==> src/pkg/slp_pkg.sv <==
// Package: register map, field positions and mode codes for line parameter control
package slp_pkg;
	localparam logic [11:0] ADDR_SETUP = 12'h000;
	localparam logic [11:0] ADDR_STATUS = 12'h004;
	localparam logic [11:0] ADDR_RXBUF = 12'h008;
	localparam logic [11:0] ADDR_TXDATA = 12'h00C;
	localparam int MODE_HI = 13;
	localparam int MODE_LO = 12;
	localparam int LEN_HI = 11;
	localparam int LEN_LO = 10;
	localparam int PAR_ON_BIT = 9;
	localparam int PAR_SENSE_BIT = 8;
	localparam int SYNC_HI = 7;
	localparam logic [15:0] SETUP_RESET = 16'h0000;
	localparam logic [7:0] RXBUF_RESET = 8'hFF;
	localparam logic [1:0] MODE_INT_SYNC = 2'h3;
	localparam logic [1:0] MODE_EXT_SYNC = 2'h2;
	localparam logic [15:0] BIT_DIV = 16'h0010;
	localparam logic [3:0] LEN_BASE = 4'h5;
	typedef enum logic [1:0] {SLP_INT_SYNC, SLP_EXT_SYNC, SLP_ISOCH} slp_mode_e;
	typedef struct packed {
		slp_mode_e mode;
		logic [3:0] len;
		logic par_on;
		logic par_even;
	} slp_frame_s;
endpackage : slp_pkg

==> src/logic/slp_line_ctrl.sv <==
// Line parameter control: APB registers, framing and parity for sender and receiver
//
// Function
// RL1: Bits 13:12 select internal, external sync, isochronous
// RL2: Software writes only defined mode codes
// RL3: Bits 11:10 set length five to eight
// RL4: Parity enable generates and checks parity
// RL5: Short characters expose received parity in buffer
// RL6: Bit 8 set even, clear odd parity
// RL7: Data right justified, parity next higher bit
// RL8: Low byte is sync character and fill
// RL9: New settings apply to next framed character
//
// Design decisions made here: the APB interface to the registers and the placing of the registers.
`timescale 1ns/1ns
module slp_line_ctrl
	import slp_pkg::*;
#(
	parameter logic [15:0] BIT_DIVIDE = BIT_DIV
)
(
	input wire logic pclk,
	input wire logic presetn,
	input wire logic psel,
	input wire logic penable,
	input wire logic pwrite,
	input wire logic [11:0] paddr,
	input wire logic [31:0] pwdata,
	output logic [31:0] prdata,
	output logic pready,
	output logic pslverr,
	input wire logic rx_line,
	input wire logic ext_clk,
	output logic tx_line,
	output logic mode_error
);
	function automatic slp_frame_s decode(input logic [15:0] r);
		slp_frame_s f;
		unique case (r[MODE_HI:MODE_LO]) // RL1
			MODE_INT_SYNC: f.mode = SLP_INT_SYNC;
			MODE_EXT_SYNC: f.mode = SLP_EXT_SYNC;
			default: f.mode = SLP_ISOCH;
		endcase
		f.len = LEN_BASE + {2'h0, r[LEN_HI:LEN_LO]}; // RL3
		f.par_on = r[PAR_ON_BIT];
		f.par_even = r[PAR_SENSE_BIT];
		return f;
	endfunction : decode

	logic [15:0] setup_q, setup_d;
	logic [7:0] txd_q, txd_d;
	logic txv_q, txv_d;
	logic [7:0] rxbuf_q, rxbuf_d;
	logic rxdone_q, rxdone_d, perr_q, perr_d, sync_q, sync_d;
	logic [31:0] prdata_q, prdata_d;
	logic pready_q, pready_d, pslverr_q, pslverr_d;
	logic [15:0] div_q, div_d;
	logic [2:0] ext_s_q, ext_s_d, rx_s_q, rx_s_d;
	logic bit_en;
	slp_frame_s cfg, rx_cfg_q, rx_cfg_d;
	logic [8:0] rsh_q, rsh_d;
	logic [3:0] rcnt_q, rcnt_d;
	logic rbusy_q, rbusy_d;
	logic tx_start, tx_busy;
	logic [7:0] tx_byte;
	logic setup_fire, acc;

	assign cfg = decode(setup_q);
	assign acc = psel && penable && !pready_q;
	assign setup_fire = acc && pwrite && paddr == ADDR_SETUP;

	// APB: one wait state, answer registered
	always_comb
	begin
		setup_d = setup_q;
		txd_d = txd_q;
		txv_d = txv_q;
		prdata_d = prdata_q;
		pready_d = acc;
		pslverr_d = 1'b0;
		if (tx_start)
			txv_d = 1'b0;
		if (acc)
		begin
			prdata_d = '0;
			unique case (paddr)
				ADDR_SETUP: if (pwrite) setup_d = pwdata[15:0];
				ADDR_STATUS: prdata_d = {29'h0, sync_q, perr_q, rxdone_q};
				ADDR_RXBUF: prdata_d = {24'h0, rxbuf_q};
				ADDR_TXDATA:
					if (pwrite)
					begin
						txd_d = pwdata[7:0];
						txv_d = 1'b1;
					end
				default: pslverr_d = 1'b1;
			endcase
		end
	end

	// Bit timing: divider for internal sync, synchronised modem clock otherwise
	always_comb
	begin
		ext_s_d = {ext_s_q[1:0], ext_clk};
		rx_s_d = {rx_s_q[1:0], rx_line};
		div_d = div_q + 16'h1;
		if (div_q >= BIT_DIVIDE - 16'h1)
			div_d = '0;
		bit_en = (cfg.mode == SLP_INT_SYNC) ? (div_q == '0) : (ext_s_q[1] && !ext_s_q[2]);
	end

	// Sender: data if supplied, otherwise sync fill in sync modes
	always_comb
	begin
		tx_start = !tx_busy && bit_en && (txv_q || cfg.mode != SLP_ISOCH);
		tx_byte = txv_q ? txd_q : setup_q[SYNC_HI:0]; // RL8
	end

	slp_shifter u_tx (
		.pclk(pclk),
		.presetn(presetn),
		.bit_en(bit_en),
		.start(tx_start),
		.data(tx_byte),
		.frame(cfg),
		.busy(tx_busy),
		.line_out(tx_line)
	);

	// Receiver: hunts for sync, then frames characters with latched settings
	always_comb
	begin
		rsh_d = rsh_q;
		rcnt_d = rcnt_q;
		rbusy_d = rbusy_q;
		rx_cfg_d = rx_cfg_q;
		rxbuf_d = rxbuf_q;
		rxdone_d = rxdone_q && !(acc && !pwrite && paddr == ADDR_RXBUF);
		perr_d = perr_q;
		sync_d = sync_q && !setup_fire;
		if (bit_en)
		begin
			rsh_d = {rx_s_q[1], rsh_q[8:1]};
			if (!sync_q)
			begin
				if (rsh_d[8:1] == setup_q[SYNC_HI:0]) // RL8
				begin
					sync_d = 1'b1;
					rbusy_d = 1'b0;
				end
			end
			else if (!rbusy_q)
			begin
				rx_cfg_d = cfg; // RL9
				// The starting bit is already taken, so count the rest down to zero
				rcnt_d = cfg.len + {3'h0, cfg.par_on} - 4'h2;
				rbusy_d = 1'b1;
			end
			else if (rcnt_q != '0)
				rcnt_d = rcnt_q - 4'h1;
			else
			begin
				rbusy_d = 1'b0;
				rxdone_d = 1'b1;
				// Right justify: total bits now sit at the top of the shift word // RL7
				rxbuf_d = 8'(rsh_d >> (4'h9 - rx_cfg_q.len - {3'h0, rx_cfg_q.par_on}));
				if (rx_cfg_q.par_on)
					perr_d = (^(rsh_d >> (4'h9 - rx_cfg_q.len - 4'h1)))
						== rx_cfg_q.par_even; // RL4 RL6 RL5
			end
		end
	end

	always_ff @(posedge pclk or negedge presetn)
		if (!presetn)
		begin
			setup_q <= SETUP_RESET;
			txd_q <= '0;
			txv_q <= 1'b0;
			rxbuf_q <= RXBUF_RESET;
			rxdone_q <= 1'b0;
			perr_q <= 1'b0;
			sync_q <= 1'b0;
			prdata_q <= '0;
			pready_q <= 1'b0;
			pslverr_q <= 1'b0;
			div_q <= '0;
			ext_s_q <= '0;
			rx_s_q <= '1;
			rx_cfg_q <= '0;
			rsh_q <= '0;
			rcnt_q <= '0;
			rbusy_q <= 1'b0;
			mode_error <= 1'b0;
		end
		else
		begin
			setup_q <= setup_d;
			txd_q <= txd_d;
			txv_q <= txv_d;
			rxbuf_q <= rxbuf_d;
			rxdone_q <= rxdone_d;
			perr_q <= perr_d;
			sync_q <= sync_d;
			prdata_q <= prdata_d;
			pready_q <= pready_d;
			pslverr_q <= pslverr_d;
			div_q <= div_d;
			ext_s_q <= ext_s_d;
			rx_s_q <= rx_s_d;
			rx_cfg_q <= rx_cfg_d;
			rsh_q <= rsh_d;
			rcnt_q <= rcnt_d;
			rbusy_q <= rbusy_d;
			mode_error <= setup_d[MODE_HI:MODE_LO] == 2'h1; // RL2
		end

	assign prdata = prdata_q;
	assign pready = pready_q;
	assign pslverr = pslverr_q;

	AST_APB_ONE_WAIT: assert property (@(posedge pclk) disable iff (!presetn)
		psel && penable && !pready |=> pready)
		else $error("pready late");
	AST_SETUP_WRITE: assert property (@(posedge pclk) disable iff (!presetn)
		setup_fire |=> setup_q == $past(pwdata[15:0])) // RL1
		else $error("setup not stored");
	AST_LEN_DECODE: assert property (@(posedge pclk) disable iff (!presetn)
		cfg.len == LEN_BASE + {2'h0, setup_q[LEN_HI:LEN_LO]}) // RL3
		else $error("bad length decode");
	AST_MODE_DECODE: assert property (@(posedge pclk) disable iff (!presetn)
		setup_q[MODE_HI:MODE_LO] == MODE_INT_SYNC |-> cfg.mode == SLP_INT_SYNC) // RL1
		else $error("bad mode decode");
	AST_MODE_ERR: assert property (@(posedge pclk) disable iff (!presetn)
		setup_fire && pwdata[MODE_HI:MODE_LO] == 2'h1 |=> mode_error) // RL2
		else $error("mode error missed");
	AST_FILL: assert property (@(posedge pclk) disable iff (!presetn)
		tx_start && !txv_q |-> tx_byte == setup_q[SYNC_HI:0] && cfg.mode != SLP_ISOCH) // RL8
		else $error("bad fill");
	AST_RX_HOLD: assert property (@(posedge pclk) disable iff (!presetn)
		rbusy_q && rbusy_d |=> rx_cfg_q == $past(rx_cfg_q)) // RL9
		else $error("rx settings changed mid char");
	AST_RX_8BIT: assert property (@(posedge pclk) disable iff (!presetn)
		rxdone_d && !rxdone_q && rx_cfg_q.len == 4'h8 |=>
		rxbuf_q == $past(rx_cfg_q.par_on ? rsh_d[7:0] : rsh_d[8:1])) // RL7
		else $error("8 bit buffer wrong");
	COV_SYNC: cover property (@(posedge pclk) disable iff (!presetn) !sync_q ##1 sync_q);
	COV_RX: cover property (@(posedge pclk) disable iff (!presetn) !rxdone_q ##1 rxdone_q);
	COV_PERR: cover property (@(posedge pclk) disable iff (!presetn) !perr_q ##1 perr_q);
endmodule : slp_line_ctrl

==> src/logic/slp_shifter.sv <==
// Character shifter: serialises one character plus optional parity, LSB first
`timescale 1ns/1ns
module slp_shifter
	import slp_pkg::*;
(
	input wire logic pclk,
	input wire logic presetn,
	input wire logic bit_en,
	input wire logic start,
	input wire logic [7:0] data,
	input wire slp_frame_s frame,
	output logic busy,
	output logic line_out
);
	logic [8:0] sh_q, sh_d;
	logic [3:0] cnt_q, cnt_d;
	logic busy_q, busy_d;
	logic out_q, out_d;
	logic [7:0] masked;
	logic [8:0] word;
	logic par;

	always_comb
	begin
		masked = data;
		for (int i = 0; i < 8; i++)
			if (i >= int'(frame.len))
				masked[i] = 1'b0;
		par = ^masked ^ ~frame.par_even; // RL6
		word = {1'b0, masked};
		word[frame.len] = par; // RL4
		sh_d = sh_q;
		cnt_d = cnt_q;
		busy_d = busy_q;
		out_d = out_q;
		if (!busy_q && start)
		begin
			// Settings are latched into the shift word here // RL9
			// Start arrives with a bit enable: first bit leaves now, so fill runs back to back
			out_d = word[0];
			sh_d = {1'b1, word[8:1]};
			cnt_d = frame.len + {3'h0, frame.par_on} - 4'h1;
			busy_d = 1'b1;
		end
		else if (busy_q && bit_en)
		begin
			out_d = sh_q[0];
			sh_d = {1'b1, sh_q[8:1]};
			cnt_d = cnt_q - 4'h1;
			busy_d = (cnt_q != 4'h1);
		end
	end

	always_ff @(posedge pclk or negedge presetn)
		if (!presetn)
		begin
			sh_q <= '1;
			cnt_q <= '0;
			busy_q <= 1'b0;
			out_q <= 1'b1;
		end
		else
		begin
			sh_q <= sh_d;
			cnt_q <= cnt_d;
			busy_q <= busy_d;
			out_q <= out_d;
		end

	assign busy = busy_q;
	assign line_out = out_q;
endmodule : slp_shifter

==> config.mk <==
export PLATFORM = sky130hd
export DESIGN_NAME = slp_line_ctrl
export DESIGN_NICKNAME = d
export VERILOG_FILES = /design/src/pkg/slp_pkg.sv /design/src/logic/slp_line_ctrl.sv /design/src/logic/slp_shifter.sv
export SDC_FILE = /design/constraint.sdc
export NUM_CORES = 1
export LEC_CHECK = 0
export ABC_CLOCK_PERIOD_IN_PS = 4600
export BUFFER_PORTS_ARGS = -buffer_cell sky130_fd_sc_hd__buf_4
export CORE_ASPECT_RATIO = 0.9
export CORE_MARGIN = 2
export CORE_UTILIZATION = 30
export DETAILED_ROUTE_END_ITERATION = 6
export GPL_TIMING_DRIVEN = 1
export PLACE_DENSITY = 0.54
export SYNTH_ARGS = -nofsm -noshare
export SYNTH_HDL_FRONTEND = slang
export SYNTH_SLANG_ARGS = --single-unit
export TNS_END_PERCENT = 5
==> constraint.sdc <==
create_clock -name pclk -period 4.6 [get_ports pclk]
set_input_delay 0.69 -clock pclk [delete_from_list [all_inputs] [get_ports pclk]]
set_output_delay 0.69 -clock pclk [all_outputs]
set_load 0.05 [all_outputs]
Word-level counts from Yosys, hierarchy flattened
Index checks and enable logic that the tools add are counted.
Word-level totals
  bits in registers: 125
Operators by class
  add/sub/neg operators: 10
  $lt $le $gt $ge: 11
  equality and inequality tests: 11
  shift-type cells: 2
  mux-type cells: 46
  bitwise gates (word level): 4
  reduce and logical (&&, ||, !) cells: 37
Operators with widths (number)
  14-bit 2-to-1 mux: 3
  1-bit 2-to-1 mux: 31
  12-bit by 4-bit equality test with 1-bit output, second input constant: 2
  9-bit 2-to-1 mux: 2
  16-bit by 1-bit adder with 16-bit output, second input constant: 1
  16-bit by 4-bit >= comparator with 1-bit output, second input constant: 1
  3-bit by 4-bit >= comparator with 1-bit output, first input constant: 4
  16-bit logical NOT: 1
  16-bit 2-to-1 mux: 1
  4-bit 2-to-1 mux: 4
  8-bit one-hot mux with 2 select lines: 1
  4-bit by 1-bit subtractor with 4-bit output, second input constant: 4
  1-bit logical AND: 14
  12-bit by 3-bit equality test with 1-bit output, second input constant: 1
  12-bit logical NOT: 1
  3-bit AND reduction: 4
  9-bit bitwise mux: 1
  9-bit XOR reduction: 1
  9-bit by 4-bit >> shifter with 8-bit output: 1
  9-bit by 4-bit >> shifter with 9-bit output: 1
  8-bit equality test: 1
  1-bit by 4-bit >= comparator with 1-bit output, first input constant: 2
  2-bit by 4-bit >= comparator with 1-bit output, first input constant: 2
  8-bit 2-to-1 mux: 1
  other kinds (27): 36

Logic depth before layout (Yosys ltp)
  depth in word-level cells: 10
  mapped depth: 12

Hierarchy
Synthesis repeated with hierarchy kept, for this count alone.
Second synthesis, totals
  cells, all modules: 545
  area, all modules: 5604.1 um2
Modules (own cells, without submodules)
  slp_line_ctrl: instances 1, cells an instance 410, area an instance 4455.5 um2
  slp_shifter: instances 1, cells an instance 135, area an instance 1148.6 um2

Worst setup path before layout
OpenSTA, ideal clock, no wires.
  path type: register -> register
  start point: register rx_cfg_q[2] (netlist bit)
  end point: register perr_q
  library setup time: 69 ps
  arrival: 2339 ps
  required time: 4531 ps
  setup slack: 2192 ps
  cell stages (with the launch flop): 10
  path buffers: 1
  cells stage by stage: dfrtp_1 ha_1 buf_6 mux4_2 mux2_2 nand2_1 xor2_1 and3b_1 a2111o_1 nand3_1
Between the ends
  cells in the longest elaborated chain, start to end: 5
RTL lines
  from (decl): RTL line slp_line_ctrl.sv:60  | slp_frame_s cfg, rx_cfg_q, rx_cfg_d;
  from (signal assigned): RTL line slp_line_ctrl.sv:211  | rx_cfg_q <= rx_cfg_d;
  4-bit subtractor: RTL line slp_line_ctrl.sv:168  | perr_d = (^(rsh_d >> (4'h9 - rx_cfg_q.len - 4'h1)))
  4-bit by 1-bit subtractor with 4-bit output: RTL line slp_line_ctrl.sv:168
  9-bit by 4-bit >> shifter with 9-bit output: RTL line slp_line_ctrl.sv:168
  9-bit XOR reduction: RTL line slp_line_ctrl.sv:168
  1-bit equality test: RTL line slp_line_ctrl.sv:169  | == rx_cfg_q.par_even;
  to (signal assigned): RTL line slp_line_ctrl.sv:203  | perr_q <= perr_d;
  to (decl): RTL line slp_line_ctrl.sv:54  | logic rxdone_q, rxdone_d, perr_q, perr_d, sync_q, sync_d;
Every way passes these cells.
A chain may end at the register's enable or synchronous reset.

Final worst setup path
Ends and elaborated chain as after synthesis.

==> results.md <==
• 0.36 ns — source-to-sink clock delay at the later pin of the worst-skew pair
• sky130_fd_sc_hd__clkbuf_16 — cell at the root of the clock tree
• ext_s_q[1]$_DFF_PN0_ — worst-case hold path end point
• 0.222 — fraction of layout instances using a drive strength above 1
• 1.12 ns — transition time at the pin with the least slew margin
• 0 ns — Fin Setup TNS
• 0 — maxcap violations
• 408 nW/um2 — total power divided by cell area
• 632 — final-stage net count
• 2 — clock buffer depth
• 99 — Sinks on Clock Net
• 195 — DRC violation total after the first TritonRoute iteration
• 4.83 ns — required time of the critical path
• 188 uV — VDD IR-drop max
• 133 um — vertical die dimension
• ext_s_q[0]$_DFF_PN0_ — Worst Min Path Start
• 0.309 — starting density of the core
• 8 — logic depth of the worst register-to-register path
• 0 — initial antenna violation count
• sky130_fd_sc_hd__dfrtp_1 — most frequently used cell type in the post-synthesis netlist
• 0.350 — post-layout utilization of the core
• 11300 um — WL final
• 19100 um — wire length of the first global-routing pass
• 14.1 um — Wirelength per Cell
• 0.759 — final weighted congestion in routability-driven placement
• 0.630 — final clock period utilization by the worst path
• 345 MHz — upper clock frequency limit
• 0.170 — global routing met1 resource utilization
• 0 — count of cells along the worst hold path
• 17800 um2 — core footprint
• 0 — buffers inserted by post-CTS timing repair
• 0.0334 — met3 global-route usage
• 0 — diode count
• 13 — Crit Path Max Fanout
• 0 — global route total overflow
• 3733 — vias post-DR
• 0 — Synthesis Warnings
• 1.70 ns — worst setup slack for register-to-register paths
• false — unrepaired setup endpoints after global routing
• 1.70 ns — smallest setup slack after layout
• 0 — Final Setup Violations
• 0 — number of enable-type register cells in the synthesized netlist
• 3759 — via count of the first global-routing pass
• 0.00776 ns — maximum clock skew at final layout
• 0.07 ns — clk slew on worst S/H paths
• 0 — post-detailed-route DRC marker count
• 1.70 ns — worst slack at placement
• sky130_fd_sc_hd__dfrtp_1 (80), sky130_fd_sc_hd__nand2_1 (59), sky130_fd_sc_hd__mux2_2 (31), sky130_fd_sc_hd__nor2_1 (30), sky130_fd_sc_hd__buf_4 (29) — most numerous cell types in the synthesized netlist
• 0.364 — top-area cell type share of the netlist area
• register — Worst Setup Start Kind
• 10.6 um2 — average size of a mapped cell
• perr_q$_DFFE_PN0P_ — destination of the worst register-to-register timing path
• 2.90 ns — minimum clock period
• 3 — H-tree level count
• rx_cfg_q[2]$_DFFE_PN0P_ — Critical R2R Launch
• met2 — gr busiest metal
• 44 — Port Buf Inserts
• reg2reg — worst hold path class
• 46 — number of cell rows
• 64 — maximum number of pins on one net before global-route repair
• 3.13 ns — critical path arrival
• 65 — Distinct cells, synth
• 13.0% — layout-stage area growth over the synthesis result
• sky130_fd_sc_hd__dfrtp_1 (36%), sky130_fd_sc_hd__dfstp_2 (9.1%), sky130_fd_sc_hd__mux2_2 (6.3%) — ranking of synthesized cells by area
• 4.64 — routed via count divided by cell count
• done — clock tree from TritonCTS
• 19400 um2 — die area
• 2.96 nW — leakage power summed over all cells
• 1.00 — Async S/R FF share, synth
• 99 — post-synthesis sequential element count
• 87 — ports placed on the boundary
• reg2reg — critical setup path kind
• 0 — post-cts resize count
• 0.186 — global-route met2 utilization
• 0 — Antenna Nets Post-Route
• 8270 um — Final HPWL DP
• 9 — cts bufs inserted
• 0.123 — aggregate global-route resource usage
• sky130_fd_sc_hd__dfrtp_1 — Slowest cell on crit path
• 0.243 — slew margin rel.
• 0.454 — sequential element share of the synthesized area
• 0.57 ns — CP max stage delay
• sky130_fd_sc_hd__dfrtp_1 — cell type with the highest aggregate area in the netlist
• 0 — final hold violation count
• 0 — final number of max-transition violations
• completed — outcome
• 147 um — horizontal die dimension
• 4 — DR pass1 iterations
• ha_1 > mux4_2 > mux2_2 > nand2_1 > xor2_1 > a21boi_0 > a2111o_1 > nand3_1 — cell breakdown of the critical path
• register — CP Capture Type
• sky130_fd_sc_hd__dfrtp_1 — most used flip-flop cell after synthesis
• 517 — cell count after synthesis
• 0 — hold-fix buffers at CTS
• 5500 um2 — area of the mapped netlist
stage by stage:
| stage | hold slack, ns | area, um2 | total power, mW | std cells |
|---|---|---|---|---|
| CTS | 0.355 | 6220 | 2.57 | 804 |
| global placement | 0.334 | 5930 | 1.79 | 788 |
| floorplan | 0.331 | 5640 | 1.68 | 552 |
| detailed placement | 0.337 | 5930 | 1.81 | 788 |
| global route | 0.360 | 6220 | 2.71 | 804 |
| finish | 0.351 | 6220 | 2.54 | 804 |
worst max-delay path: cells and delay by family (launching register included):
kind	cells	cell delay, ns
compound gates	2	0.50
xor+xnor	1	0.16
fa+ha+maj	1	0.55
flops	1	0.57
mux	2	0.84
simple gates	2	0.16
cells by family after synthesis:
family	synth area share
fa+ha+maj	0.0514
flops	0.454
simple gates	0.129
compound gates	0.105
xor+xnor	0.0557
other cells	0.000681
buf+inv	0.0830
mux	0.121
where the power goes:
| part | switching [mW] | internal, mW |
|---|---|---|
| sequential | 0.141 | 1.02 |
| clock | 0.363 | 0.382 |
| combinational | 0.356 | 0.280 |
| total | 0.860 | 1.68 |
state kept, by name (all words and copies together), names as in the netlist, 2 cells and up:
signal	cells
u_tx.cnt_q	4
rcnt_q	4
txd_q	8
rx_cfg_q	6
div_q	16
rxbuf_q	8
setup_q	14
ext_s_q	3
prdata	8
rsh_q	8
rx_s_q	2
u_tx.sh_q	8
cells in the final DEF (no fill, tap or decap), types with 6 or more instances in the layout:
| master | Yosys | final |
|---|---|---|
| sky130_fd_sc_hd__mux2_2 | 31 | 31 |
| sky130_fd_sc_hd__a22o_1 | 7 | 7 |
| sky130_fd_sc_hd__xor2_1 | 18 | 18 |
| sky130_fd_sc_hd__nor2_1 | 30 | 30 |
| sky130_fd_sc_hd__nand2_1 | 59 | 59 |
| sky130_fd_sc_hd__nor4_1 | 6 | 6 |
| sky130_fd_sc_hd__nand3_1 | 13 | 13 |
| sky130_fd_sc_hd__dfrtp_1 | 80 | 80 |
| sky130_fd_sc_hd__dfstp_2 | 19 | 19 |
| sky130_fd_sc_hd__a21oi_1 | 14 | 14 |
| sky130_fd_sc_hd__o31ai_1 | 7 | 7 |
| sky130_fd_sc_hd__o21ai_0 | 27 | 27 |
| sky130_fd_sc_hd__inv_1 | 27 | 27 |
| sky130_fd_sc_hd__mux2i_1 | 20 | 20 |
| sky130_fd_sc_hd__buf_4 | 29 | 46 |
| sky130_fd_sc_hd__ha_1 | 21 | 21 |
| sky130_fd_sc_hd__xnor2_1 | 10 | 10 |
| sky130_fd_sc_hd__conb_1 | 1 | 36 |
| sky130_fd_sc_hd__clkbuf_16 | 0 | 9 |
worst max-delay path by stage:
stage | slack, ns | end | depth (start not counted) | startpoint
finish | 1.70 | perr_q$_DFFE_PN0P_ | 8 | rx_cfg_q[2]$_DFFE_PN0P_
global route | 1.35 | perr_q$_DFFE_PN0P_ | 7 | div_q[8]$_DFF_PN0_
CTS | 1.67 | perr_q$_DFFE_PN0P_ | 8 | rx_cfg_q[2]$_DFFE_PN0P_
detailed placement | 1.70 | perr_q$_DFFE_PN0P_ | 8 | rx_cfg_q[2]$_DFFE_PN0P_
global placement | 1.76 | perr_q$_DFFE_PN0P_ | 8 | rx_cfg_q[2]$_DFFE_PN0P_
floorplan | 2.19 | perr_q$_DFFE_PN0P_ | 9 | rx_cfg_q[2]$_DFFE_PN0P_
per-layer routing:
metal / part of all wire / wire length (um) / vias to the layer above
li1: - / - / 1828
met5: 0 / 0 / -
met1: 0.51 / 5730 / 1803
met3: 0.047 / 537 / 5
met2: 0.44 / 4940 / 97
met4: 0.010 / 114 / 0
area by class of cell:
type                       instances  area [um2]
clock inverter                     7        70.1
tap                              240         300
timing repair buffer              46         345
fill                            1800       11600
clock buffer                       9         225
inverter                          27         101
multi-input combinational        376        2680
sequential                        99        2500
No activity file was read; power rests on OpenSTA's default activity.
